## src/tc8_pkg.sv

```systemverilog
// package: constants and types for the 8-bit dual compare timer
package tc8_pkg;
   localparam logic [7:0] TC8_BOTTOM = 8'h00;
   localparam logic [7:0] TC8_MAX = 8'hff;
   localparam logic [7:0] TC8_COUNT_RESET = 8'h00;
   localparam logic [7:0] TC8_CMP_RESET = 8'h00;
   localparam logic [2:0] TC8_CS_STOP = 3'h0;
   localparam logic [2:0] TC8_CS_EXT_FALL = 3'h6;
   localparam logic [2:0] TC8_CS_EXT_RISE = 3'h7;
   localparam logic [2:0] TC8_WGM_NORMAL = 3'h0;
   localparam logic [2:0] TC8_WGM_PHASE_FF = 3'h1;
   localparam logic [2:0] TC8_WGM_CTC = 3'h2;
   localparam logic [2:0] TC8_WGM_FAST_FF = 3'h3;
   localparam logic [2:0] TC8_WGM_PHASE_A = 3'h5;
   localparam logic [2:0] TC8_WGM_FAST_A = 3'h7;
   localparam logic [1:0] TC8_COM_OFF = 2'h0;
   localparam logic [1:0] TC8_COM_TOGGLE = 2'h1;
   localparam logic [1:0] TC8_COM_CLEAR = 2'h2;
   localparam logic [1:0] TC8_COM_SET = 2'h3;
   localparam int TC8_PRESCALE_W = 10;
   localparam logic [9:0] TC8_PRE_RESET = 10'h000;
   typedef enum logic [1:0] {TC8_CNT_HOLD, TC8_CNT_UP, TC8_CNT_DOWN,
      TC8_CNT_CLEAR} tc8_cnt_op_t;
endpackage : tc8_pkg

```

## src/tc8_compare_unit.sv

```systemverilog
// compare unit: double buffered value, match and output state
`timescale 1ns/1ns
module tc8_compare_unit
   import tc8_pkg::*;
(
   input wire logic clk_i,
   input wire logic reset_n_i,
   input wire logic [7:0] count_value_i,
   input wire logic pwm_mode_i,
   input wire logic fast_pwm_i,
   input wire logic update_point_i,
   input wire logic at_bottom_i,
   input wire logic tick_i,
   input wire logic block_i,
   input wire logic [1:0] compare_output_mode_i,
   input wire logic wr_i,
   input wire logic [7:0] wdata_i,
   input wire logic force_compare_strobe_i,
   output logic [7:0] compare_value_o,
   output logic [7:0] buffer_value_o,
   output logic match_o,
   output logic match_event_o,
   output logic compare_output_o
);
   logic [7:0] active;
   logic [7:0] buffer;
   logic oc;
   logic [7:0] next_active;
   logic [7:0] next_buffer;
   logic next_oc;
   logic hit;

   always_comb
   begin
      match_o = (count_value_i == active);
      hit = match_o && tick_i && !block_i;
      next_active = active;
      next_buffer = buffer;
      next_oc = oc;
      if (wr_i)
      begin
         if (pwm_mode_i)
            next_buffer = wdata_i;
         else
         begin
            next_active = wdata_i;
            next_buffer = wdata_i;
         end
      end
      if (pwm_mode_i && update_point_i && tick_i)
         next_active = wr_i ? wdata_i : buffer;
      // mode bits act at once, never buffered
      if (!pwm_mode_i)
      begin
         if (hit || force_compare_strobe_i)
         begin
            case (compare_output_mode_i)
               TC8_COM_TOGGLE: next_oc = !oc;
               TC8_COM_CLEAR: next_oc = 1'b0;
               TC8_COM_SET: next_oc = 1'b1;
               default: next_oc = oc;
            endcase
         end
      end
      else if (fast_pwm_i && compare_output_mode_i[1])
      begin
         // match wins over bottom so a zero duty stays flat
         // non-inverting clears on match and sets at bottom
         if (hit)
            next_oc = compare_output_mode_i[0];
         else if (at_bottom_i && tick_i)
            next_oc = !compare_output_mode_i[0];
      end
      else if (hit && compare_output_mode_i[1])
         next_oc = compare_output_mode_i[0];
   end

   always_ff @(posedge clk_i or negedge reset_n_i)
   begin
      if (!reset_n_i)
      begin
         active <= TC8_CMP_RESET;
         buffer <= TC8_CMP_RESET;
         oc <= 1'b0;
         match_event_o <= 1'b0;
      end
      else
      begin
         active <= next_active;
         buffer <= next_buffer;
         oc <= next_oc;
         match_event_o <= hit;
      end
   end

   assign compare_value_o = active;
   assign buffer_value_o = buffer;
   assign compare_output_o = oc;
endmodule : tc8_compare_unit

```

## src/tc8_tick_gen.sv

```systemverilog
// tick generator: prescaler taps and external pin edge select
`timescale 1ns/1ns
module tc8_tick_gen
   import tc8_pkg::*;
(
   input wire logic clk_i,
   input wire logic reset_n_i,
   input wire logic enable_i,
   input wire logic [2:0] clock_select_field_i,
   input wire logic external_count_pin_i,
   output logic timer_clock_tick_o
);
   logic [TC8_PRESCALE_W-1:0] pre;
   logic [TC8_PRESCALE_W-1:0] next_pre;
   logic pin_q;
   logic next_pin_q;
   logic tick;

   always_comb
   begin
      next_pin_q = external_count_pin_i;
      // prescaler free-runs only while a source is selected
      if (!enable_i || clock_select_field_i == TC8_CS_STOP)
         next_pre = TC8_PRE_RESET;
      else
         next_pre = pre + 10'h001;
      tick = 1'b0;
      if (enable_i)
      begin
         case (clock_select_field_i)
            3'h1: tick = 1'b1;
            3'h2: tick = (pre[2:0] == 3'h7);
            3'h3: tick = (pre[5:0] == 6'h3f);
            3'h4: tick = (pre[7:0] == 8'hff);
            3'h5: tick = (pre == 10'h3ff);
            TC8_CS_EXT_FALL: tick = pin_q && !external_count_pin_i;
            TC8_CS_EXT_RISE: tick = !pin_q && external_count_pin_i;
            default: tick = 1'b0;
         endcase
      end
   end

   always_ff @(posedge clk_i or negedge reset_n_i)
   begin
      if (!reset_n_i)
      begin
         pre <= TC8_PRE_RESET;
         pin_q <= 1'b0;
      end
      else
      begin
         pre <= next_pre;
         pin_q <= next_pin_q;
      end
   end

   assign timer_clock_tick_o = tick;
endmodule : tc8_tick_gen

```

## src/tc8_timer.sv

```systemverilog
// top: 8-bit timer/counter with two compare units and flags
// Notes on behaviour
// - zero count signals bottom
// - 0xff is the maximum count
// - top is 0xff or compare a
// - clock select zero stops the counter
// - tick from prescaler or external pin edge
// - tick clears, counts up or down per mode
// - cpu count write beats clear and count
// - both compare values matched continuously
// - match sets flag one clock after the next tick
// - flag cleared by service or writing one
// - three flags, each gated by mask bit
// - overflow flag set per mode
// - compare buffering only in pwm modes
// - buffered value loads at top
// - cpu writes reach buffer when buffering
// - force strobe acts like match outside pwm modes, no flag
// - count write blocks matches next tick
// - output state kept across mode change
// - output mode bits act immediately
// - power-off bit high disables timer
// - mode 0 wraps, overflow when zero
// - mode 2 clears on compare a
// - fast pwm set/clear at bottom and match
// - output mode zero leaves output alone
`timescale 1ns/1ns
module tc8_timer
   import tc8_pkg::*;
(
   input wire logic clk_i,
   input wire logic reset_n_i,
   input wire logic timer_power_off_bit_i,
   input wire logic [2:0] clock_select_field_i,
   input wire logic [2:0] waveform_mode_field_i,
   input wire logic [1:0] compare_output_mode_a_i,
   input wire logic [1:0] compare_output_mode_b_i,
   input wire logic external_count_pin_i,
   input wire logic count_wr_i,
   input wire logic [7:0] count_wdata_i,
   input wire logic compare_a_wr_i,
   input wire logic compare_b_wr_i,
   input wire logic [7:0] compare_wdata_i,
   input wire logic force_compare_strobe_a_i,
   input wire logic force_compare_strobe_b_i,
   input wire logic flag_wr_i,
   input wire logic [2:0] flag_wdata_i,
   input wire logic [2:0] timer_mask_register_i,
   input wire logic overflow_ack_i,
   input wire logic compare_a_ack_i,
   input wire logic compare_b_ack_i,
   output logic [7:0] count_value_o,
   output logic [7:0] compare_a_value_o,
   output logic [7:0] compare_b_value_o,
   output logic [2:0] timer_flag_register_o,
   output logic overflow_irq_o,
   output logic compare_a_irq_o,
   output logic compare_b_irq_o,
   output logic compare_output_a_o,
   output logic compare_output_b_o,
   output logic bottom_o,
   output logic max_o,
   output logic top_o
);
   logic enable;
   logic tick;
   logic [7:0] count;
   logic [7:0] next_count;
   logic down;
   logic next_down;
   logic blocked;
   logic next_blocked;
   logic overflow_flag;
   logic compare_a_flag;
   logic compare_b_flag;
   logic next_overflow_flag;
   logic next_compare_a_flag;
   logic next_compare_b_flag;
   logic [7:0] top;
   logic pwm_mode;
   logic fast_pwm;
   logic phase_pwm;
   logic at_top;
   logic at_bottom;
   logic update_point;
   logic ov_set;
   logic match_a;
   logic match_b;
   logic event_a;
   logic event_b;
   logic [7:0] buf_a;
   logic [7:0] buf_b;
   logic [7:0] act_a;
   logic [7:0] act_b;
   logic force_a;
   logic force_b;
   tc8_cnt_op_t op;
   logic [2:0] flag_set;
   logic [2:0] flag_clear;

   assign enable = !timer_power_off_bit_i;

   tc8_tick_gen u_tick
   (
      .clk_i(clk_i),
      .reset_n_i(reset_n_i),
      .enable_i(enable),
      .clock_select_field_i(clock_select_field_i),
      .external_count_pin_i(external_count_pin_i),
      .timer_clock_tick_o(tick)
   );

   always_comb
   begin
      fast_pwm = 1'b0;
      phase_pwm = 1'b0;
      top = TC8_MAX;
      case (waveform_mode_field_i)
         TC8_WGM_NORMAL:
            top = TC8_MAX;
         TC8_WGM_PHASE_FF:
            phase_pwm = 1'b1;
         TC8_WGM_CTC:
            top = act_a;
         TC8_WGM_FAST_FF:
            fast_pwm = 1'b1;
         TC8_WGM_PHASE_A:
         begin
            phase_pwm = 1'b1;
            top = act_a;
         end
         TC8_WGM_FAST_A:
         begin
            fast_pwm = 1'b1;
            top = act_a;
         end
         // modes 4 and 6 count up to the fixed maximum
         default:
            top = TC8_MAX;
      endcase
      pwm_mode = fast_pwm || phase_pwm;
      at_top = (count == top);
      at_bottom = (count == TC8_BOTTOM);
      // both pwm kinds reload the compare value at top
      update_point = at_top;
   end

   // strobes only act outside the pwm modes
   always_comb
   begin
      force_a = 1'b0;
      force_b = 1'b0;
      if (enable && !pwm_mode)
      begin
         force_a = force_compare_strobe_a_i;
         force_b = force_compare_strobe_b_i;
      end
   end

   tc8_compare_unit u_cmp_a
   (
      .clk_i(clk_i),
      .reset_n_i(reset_n_i),
      .count_value_i(count),
      .pwm_mode_i(pwm_mode),
      .fast_pwm_i(fast_pwm),
      .update_point_i(update_point),
      .at_bottom_i(at_bottom),
      .tick_i(tick),
      .block_i(blocked),
      .compare_output_mode_i(compare_output_mode_a_i),
      .wr_i(compare_a_wr_i),
      .wdata_i(compare_wdata_i),
      .force_compare_strobe_i(force_a),
      .compare_value_o(act_a),
      .buffer_value_o(buf_a),
      .match_o(match_a),
      .match_event_o(event_a),
      .compare_output_o(compare_output_a_o)
   );

   tc8_compare_unit u_cmp_b
   (
      .clk_i(clk_i),
      .reset_n_i(reset_n_i),
      .count_value_i(count),
      .pwm_mode_i(pwm_mode),
      .fast_pwm_i(fast_pwm),
      .update_point_i(update_point),
      .at_bottom_i(at_bottom),
      .tick_i(tick),
      .block_i(blocked),
      .compare_output_mode_i(compare_output_mode_b_i),
      .wr_i(compare_b_wr_i),
      .wdata_i(compare_wdata_i),
      .force_compare_strobe_i(force_b),
      .compare_value_o(act_b),
      .buffer_value_o(buf_b),
      .match_o(match_b),
      .match_event_o(event_b),
      .compare_output_o(compare_output_b_o)
   );

   // counter sequencing per waveform mode
   always_comb
   begin
      op = TC8_CNT_HOLD;
      next_down = down;
      ov_set = 1'b0;
      if (tick)
      begin
         case (waveform_mode_field_i)
            TC8_WGM_NORMAL:
            begin
               op = TC8_CNT_UP;
               ov_set = (count == TC8_MAX);
            end
            TC8_WGM_CTC:
            begin
               op = at_top ? TC8_CNT_CLEAR : TC8_CNT_UP;
               ov_set = (count == TC8_MAX);
            end
            TC8_WGM_FAST_FF, TC8_WGM_FAST_A:
            begin
               op = at_top ? TC8_CNT_CLEAR : TC8_CNT_UP;
               ov_set = at_top;
            end
            TC8_WGM_PHASE_FF, TC8_WGM_PHASE_A:
            begin
               // dual slope: turn at top, overflow at bottom
               if (at_top)
                  next_down = 1'b1;
               else if (at_bottom)
                  next_down = 1'b0;
               // a top of zero would otherwise wrap to the maximum
               if (at_top && at_bottom)
                  op = TC8_CNT_HOLD;
               else if (at_top || (down && !at_bottom))
                  op = TC8_CNT_DOWN;
               else
                  op = TC8_CNT_UP;
               ov_set = at_bottom;
            end
            default:
            begin
               // modes 4 and 6 only count up, with no overflow
               op = TC8_CNT_UP;
            end
         endcase
      end
      case (op)
         TC8_CNT_UP: next_count = count + 8'h01;
         TC8_CNT_DOWN: next_count = count - 8'h01;
         TC8_CNT_CLEAR: next_count = TC8_BOTTOM;
         default: next_count = count;
      endcase
      // a cpu write outranks any clear or count
      if (count_wr_i)
      begin
         next_count = count_wdata_i;
         // block lasts until the next tick has passed
         next_blocked = 1'b1;
      end
      else if (tick)
         next_blocked = 1'b0;
      else
         next_blocked = blocked;
      if (!enable)
      begin
         next_count = count;
         next_blocked = blocked;
      end
   end

   // clear sources: service ack or a one written to the bit
   always_comb
   begin
      flag_clear[0] = overflow_ack_i || (flag_wr_i && flag_wdata_i[0]);
      flag_clear[1] = compare_a_ack_i || (flag_wr_i && flag_wdata_i[1]);
      flag_clear[2] = compare_b_ack_i || (flag_wr_i && flag_wdata_i[2]);
      flag_set[0] = ov_set && enable;
      flag_set[1] = event_a;
      flag_set[2] = event_b;
   end

   // flags: hardware set wins over clear
   always_comb
   begin
      next_overflow_flag = overflow_flag;
      next_compare_a_flag = compare_a_flag;
      next_compare_b_flag = compare_b_flag;
      if (flag_clear[0])
         next_overflow_flag = 1'b0;
      if (flag_clear[1])
         next_compare_a_flag = 1'b0;
      if (flag_clear[2])
         next_compare_b_flag = 1'b0;
      if (flag_set[0])
         next_overflow_flag = 1'b1;
      if (flag_set[1])
         next_compare_a_flag = 1'b1;
      if (flag_set[2])
         next_compare_b_flag = 1'b1;
   end

   always_ff @(posedge clk_i or negedge reset_n_i)
   begin
      if (!reset_n_i)
      begin
         count <= TC8_COUNT_RESET;
         down <= 1'b0;
         blocked <= 1'b0;
         overflow_flag <= 1'b0;
         compare_a_flag <= 1'b0;
         compare_b_flag <= 1'b0;
      end
      else
      begin
         count <= next_count;
         down <= next_down;
         blocked <= next_blocked;
         overflow_flag <= next_overflow_flag;
         compare_a_flag <= next_compare_a_flag;
         compare_b_flag <= next_compare_b_flag;
      end
   end

   assign count_value_o = count;
   // cpu reads the register it would write
   assign compare_a_value_o = pwm_mode ? buf_a : act_a;
   assign compare_b_value_o = pwm_mode ? buf_b : act_b;
   assign timer_flag_register_o = {compare_b_flag, compare_a_flag,
      overflow_flag};
   // each request gated by its own mask bit
   assign overflow_irq_o = overflow_flag && timer_mask_register_i[0];
   assign compare_a_irq_o = compare_a_flag && timer_mask_register_i[1];
   assign compare_b_irq_o = compare_b_flag && timer_mask_register_i[2];
   assign bottom_o = at_bottom;
   assign max_o = (count == TC8_MAX);
   assign top_o = at_top;
endmodule : tc8_timer

```

## config.mk

```make
export PLATFORM = sky130hd
export DESIGN_NAME = tc8_timer
export DESIGN_NICKNAME = d
export VERILOG_FILES = /design/src/tc8_pkg.sv /design/src/tc8_compare_unit.sv /design/src/tc8_tick_gen.sv /design/src/tc8_timer.sv
export SDC_FILE = /design/constraint.sdc
export NUM_CORES = 1
export LEC_CHECK = 0
export BUFFER_PORTS_ARGS = -buffer_cell sky130_fd_sc_hd__buf_2
export CORE_MARGIN = 10
export CORE_UTILIZATION = 33
export CTS_CLUSTER_DIAMETER = 60
export DETAILED_ROUTE_END_ITERATION = 10
export GPL_TIMING_DRIVEN = 0
export SLEW_MARGIN = 20
export SYNTH_ARGS = -nofsm -noshare
export SYNTH_HDL_FRONTEND = slang
export SYNTH_SLANG_ARGS = --single-unit
```

## constraint.sdc

```tcl
create_clock -name clk_i -period 3.5 [get_ports clk_i]
set_input_delay 0.7 -clock clk_i [delete_from_list [all_inputs] [get_ports clk_i]]
set_output_delay 0.7 -clock clk_i [all_outputs]
set_load 0.02 [all_outputs]
```

* Word-level counts from Yosys, hierarchy flattened
Cells that the tools add are included.
Word-level totals: output and inout port bits 35, register bits 60, input bits 45, logic and storage cells 172
Cells by class: add/sub/neg operators 3, reductions and logical operators 68, bitwise logic cells 1, equal/unequal tests 34, mux-type cells 50
Operators with widths (number):
- $mux W8 | 11
- $mux W1 | 28
- $eq A8 B8 Y1 | 3
- $pmux W8 S3 | 1
- $logic_and A1 B1 Y1 | 23
- $eq A3 B3 Y1 const B | 7
- $reduce_bool A2 Y1 | 9
- $eq A8 B8 Y1 const B | 2
- $eq A2 B2 Y1 const B | 6
- $eq A3 B2 Y1 const B | 4
- $reduce_bool A4 Y1 | 3
- $add A10 B1 Y10 const B | 1
- $eq A10 B10 Y1 const B | 1
- $logic_not A1 Y1 | 10
- $mux W10 | 1
- $pmux W1 S3 | 3
- $add A8 B1 Y8 const B | 1
- $logic_not A8 Y1 | 1
- $logic_or A1 B1 Y1 | 8
- $mux W2 | 4
- $ne A4 B3 Y1 const B | 2
- $reduce_and A2 Y1 | 4
- $reduce_and A4 Y1 | 2
- $sub A8 B1 Y8 const B | 1
- other kinds (12) | 20

* Logic depth before layout (Yosys ltp)
word-level depth 12, depth in mapped cells 17, depth with buffers taken out 16

* Modules after synthesis
A second synthesis with hierarchy kept.
Unflattened totals: cells, all modules 426, area, all modules 4012.6 um^2
Modules (own cells, without submodules):
- tc8_compare_unit | times used 2, area an instance 1011.0 um^2, sequential area each 450.4 um^2, cells each 96
- tc8_timer | times used 1, area an instance 1446.4 um^2, sequential area each 325.3 um^2, cells each 176
- tc8_tick_gen | times used 1, area an instance 544.3 um^2, sequential area each 275.3 um^2, cells each 58

* Worst setup path after synthesis
No wires, ideal clock.
path kind input to register, start input port waveform_mode_field_i[0], end register count[7] (netlist: count_value_o[7]), arrival time 4.019 ns, path slack -0.653 ns, required time 3.365 ns, setup time 0.135 ns, path buffers 2, cell stages on the path 16, cell sequence clkbuf_1 a21oi_1 and2_1 o21ai_1 clkbuf_1 nand2_1 a21o_1 ha_1 ha_1 a21o_1 a21oi_1 o21bai_1 a2111o_1 o211ai_1 nor3b_1 o211ai_1
Between the ends: word-level cells in the longest chain between the ends 12, elaborated cells between the ends (all ways) 24, those cells by class eq/ne: 9; mux: 8; reduce/logical: 7
Ends and longest elaborated chain:
- start: declaration | RTL line tc8_timer.sv:35 | input wire logic [2:0] waveform_mode_field_i,
- $eq A3 B3 Y1 / $eq A3 B2 Y1 (equally long branches) | RTL line tc8_timer.sv:118, tc8_timer.sv:212
- $reduce_or A3 Y1 (no line)
- $mux W8 | RTL line tc8_timer.sv:118 | case (waveform_mode_field_i)
- $eq A8 B8 Y1 | RTL line tc8_timer.sv:142 | at_top = (count == top);
- $logic_or A1 B1 Y1 | RTL line tc8_timer.sv:238 | else if (at_top || (down && !at_bottom))
- $mux W2 | RTL line tc8_timer.sv:238
- $mux W2 | RTL line tc8_timer.sv:236 | if (at_top && at_bottom)
- $pmux W2 S2 * | RTL line tc8_timer.sv:212 | case (waveform_mode_field_i)
- $mux W2 * | RTL line tc8_timer.sv:210 | if (tick)
- $eq A2 B2 Y1 / $eq A2 B1 Y1 (equally long branches) | RTL line tc8_timer.sv:251 | case (op)
- $pmux W8 S3 / $reduce_bool A4 Y1 (equally long branches)
- $mux W8 / $reduce_and A2 Y1 (equally long branches)
- end signal: assignment | RTL line tc8_timer.sv:319 | count <= next_count;
- end: declaration | RTL line tc8_timer.sv:67 | logic [7:0] count;
Every way passes the cells marked *; elsewhere a longest branch is shown, timed or not. A chain may end at the register's enable or synchronous reset.

* Worst setup path after layout
start input port external_count_pin_i, end register count[7] (netlist: count_value_o[7])
Between the ends: word-level cells in the longest chain between the ends 8, elaborated cells between the ends (all ways) 13, those cells by class eq/ne: 3; mux: 5; reduce/logical: 5
Ends and longest elaborated chain:
- start: declaration | RTL line tc8_timer.sv:38 | input wire logic external_count_pin_i,
- $logic_not A1 Y1 | RTL line tc8_tick_gen.sv:36 | TC8_CS_EXT_FALL: tick = pin_q && !external_count_pin_i;
- $logic_and A1 B1 Y1 | RTL line tc8_tick_gen.sv:36
- $pmux W1 S7 * | RTL line tc8_tick_gen.sv:30 | case (clock_select_field_i)
- $mux W1 * | RTL line tc8_tick_gen.sv:28 | if (enable_i)
- $mux W2 * | RTL line tc8_timer.sv:210
- $eq A2 B2 Y1 / $eq A2 B1 Y1 (equally long branches) | RTL line tc8_timer.sv:251
- $pmux W8 S3 / $reduce_bool A4 Y1 (equally long branches)
- $mux W8 / $reduce_and A2 Y1 (equally long branches)
Marks and branches as above.

==> impl_metrics.toml <==
[yosys]
syn_nets = 489
synth_async_sr_flop_share = 1.00
yosysTopAreaCellShare = 0.394
avgSynthCellArea_sq_um = 8.81
synthCells = 433
yosysUniqueCellTypes = 59
synth_area_leaders = "dfrtp_1 (39%), mux2_2 (5.0%), o21ai_0 (4.3%)"
synth_edf_count = 0
syn-cell-area_sq_um = 3810
synth_top_area_cell = "dfrtp_1"
yosys_register_bits = 60
ys_seq_area_frac = 0.394
synth-warning-count = 0
ys.flop_type = "dfrtp_1"

[detailed_routing]
drtIter0Drc = 358
antenna_left = 0
drc_errors = 0
wl_per_cell_um = 17.5
firstDrtPassIters = 5
routed_wl_um = 12200
vias = 3771
vias_per_cell = 5.42

[sta]
final.min_clock_period_ns = 3.51
drv_slew = 0
finalCritPeriodShare = 1.00
fin_setup_tns_ns = -0.00865
setup_viol = 1
finClkSkew_ns = 0.00891
tightest_slew_ns = 0.764
rsz0062_at_grt = "true"
finalWorstSetupSlack_ns = -0.00865
worst_hold_slack_ns = 0.421
slew_headroom = 0.490
hold_viol = 0
clock.fmax_mhz = 285

[setup_path]
r2r-end = "count_value_o[7]"
r2r_slack_ns = 0
endpoint_kind = "register"
cp-start-kind = "input pin"
timing.rr.start = "count_value_o[7]"
arrival_ns = 3.71
reg2regPathDepth = 15
critical_path_required_ns = 3.71
worstSetupPathType = "in2reg"
cp_max_fo = 4

[clock_tree]
cts_hold_buf = 0
root_buffer = "clkbuf_16"
cts.path.max_buffers = 2
clock_sinks = 60
path_clk_slew_ns = 0.06
cts_tree = "done"
worstSkewPairLatency_ns = 0.34
htreeDepth = 3
cts_buffers = 9

[floorplan]
placementRows = 39
pin_count = 80
start_util = 0.336
die_x_um = 128
die_area_sq_um = 16300
die_height_um = 128
core_area_sq_um = 11400

[flow_run]
cap_violations = 0

[layout]
seqCellArea_sq_um = 1510
multi_input_area_sq_um = 2200
fillerInstances = 1118
drive_above_1_share = 0.329
finalNetCount = 604
diodes = 0
final_cell_mix = "buf_2 (74), dfrtp_1 (53), inv_1 (35)"
final_common_cell = "buf_2"
finalCoreUtilization = 0.444
syn2layout_area_growth_pct = 32.4
stdcell_area_sq_um = 5050

[global_route]
grtUsageTotal = 0.149
grt-ovfl-total = 0
grt_pass1_vias = 3838
antenna_found_initial = 0
grt_pass1_wl_um = 19700
grt_max_degree = 61

[status]
violations = "negative setup slack"
outcome = "finished with violations"

[power_and_ir_drop]
clock_power_share = 0.359
comb_power_share = 0.291
vdd_drop_max_mv = 0.255
p_sw_frac = 0.329
p_int_mw = 1.62
powerDensity_nw_per_um2 = 477
p_seq_frac = 0.350
leakagePower_nw = 2.29
p_switching_mw = 0.792

[place]
dp_hpwl_um = 8850
placed_area_sq_um = 4430
dp_slack_ns = -0.823
routabilityCongestion = 0.884
port-buffer-count = 76

[worst_hold_path]
hold_path_class = "in2async"
[layout make-up]
| class | instances | area share |
|---|---|---|
| Sequential cell | 60 | 0.299 |
| Tap cell | 143 | 0.0354 |
| Clock buffer | 11 | 0.0461 |
| Buffer | 20 | 0.0220 |
| Timing Repair Buffer | 106 | 0.123 |
| Clock inverter | 5 | 0.0104 |
| Inverter | 37 | 0.0280 |
| Multi-Input combinational cell | 314 | 0.436 |
[state kept, by name (all words and copies together), names as in the netlist]
register,flops
u_tick.pre,10
u_cmp_a.buffer_value_o,8
blocked,1
u_cmp_b.compare_output_o,1
count_value_o,8
compare_b_flag,1
down,1
compare_a_flag,1
u_cmp_b.match_event_o,1
u_tick.pin_q,1
u_cmp_a.compare_output_o,1
overflow_flag,1
u_cmp_b.buffer_value_o,8
u_cmp_a.match_event_o,1
u_cmp_a.compare_value_o,8
u_cmp_b.compare_value_o,8
[power by group through the flow]
stage	registers, mW	clock network (mW)	logic (mW)
final	0.842	0.865	0.702
after detailed placement	0.888	0	0.565
after floorplan	0.883	0	0.355
after global placement	0.885	0	0.553
after global routing	0.852	0.919	0.769
after CTS	0.841	0.885	0.694
[metal layers]
metal  vias up  wire (um)  share of wire  GRT usage
met5         -          0              0          0
li1       1810          -              -          -
met2       131       5810           0.48      0.242
met1      1813       5230           0.43      0.180
met3        17        965          0.079     0.0492
met4         0        195          0.016     0.0489
[worst max-delay path by stage]
| stage | start | slack, ns | end |
|---|---|---|---|
| 2_1_floorplan | clock_select_field_i[0] | -0.22 | count_value_o[7] |
| 3_3_place_gp | waveform_mode_field_i[0] | -0.78 | count_value_o[7] |
| 6_report | external_count_pin_i | -0.009 | count_value_o[7] |
| 5_1_grt | external_count_pin_i | -0.16 | u_cmp_a.compare_value_o[4] |
| 4_1_cts | count_value_o[7] | -0.04 | count_value_o[7] |
| 3_5_place_dp | waveform_mode_field_i[0] | -0.82 | count_value_o[7] |
[stage by stage]
stage               instances  power (mW)
finish                    696        2.41
global route              696        2.54
floorplan                 433        1.24
CTS                       696        2.42
detailed placement        652        1.45
global placement          652        1.44
[synthesized netlist by cell type (all sizes together), types with 3 or more instances]
library cell,n
xnor2,4
nand2b,4
or4,3
clkbuf,17
nor4,13
o221a,8
o21ai,36
a21oi,31
and2,4
a22o,3
mux2,17
o211ai,4
nor3,5
o21bai,10
dfrtp,60
a22oi,5
nand3,10
ha,10
nor3b,3
xor2,13
nand2,32
and3,3
nand4,4
nor2,33
o22ai,18
a31oi,5
buf,5
or3,5
a21o,4
inv,36
[worst max-delay path, cell delays in order]
cell and delay, ns:
buf_6 0.09, or3b_1 0.38, o211ai_1 0.12, o21ai_1 0.11, a221o_2 0.43, a21o_1 0.21
ha_4 0.20, ha_1 0.33, a21oi_2 0.20, o21bai_1 0.11, a2111o_1 0.43, o211ai_1 0.10
nor3b_2 0.20, o211ai_1 0.11
[cell families (layout without fill, tap and decap cells)]
group | count (synthesis) | count (layout) | synth area share
AOI/OAI and AO/OA | 144 | 144 | 0.254
adders and majority gates | 11 | 11 | 0.0380
xor gates and xnor gates | 17 | 17 | 0.0390
buffers and inverters | 59 | 179 | 0.0617
and+or+nand+nor | 125 | 125 | 0.164
DFF | 60 | 60 | 0.394
muxes | 17 | 17 | 0.0502
[repair_timing]
item / 4_1_cts / 5_1_grt
pin swaps: 16 / 5
setup endpoints to repair: 8 / 17
buffers inserted: 30 / 0
resized for setup: 31 / 8
No activity file was read; power rests on OpenSTA's default activity.
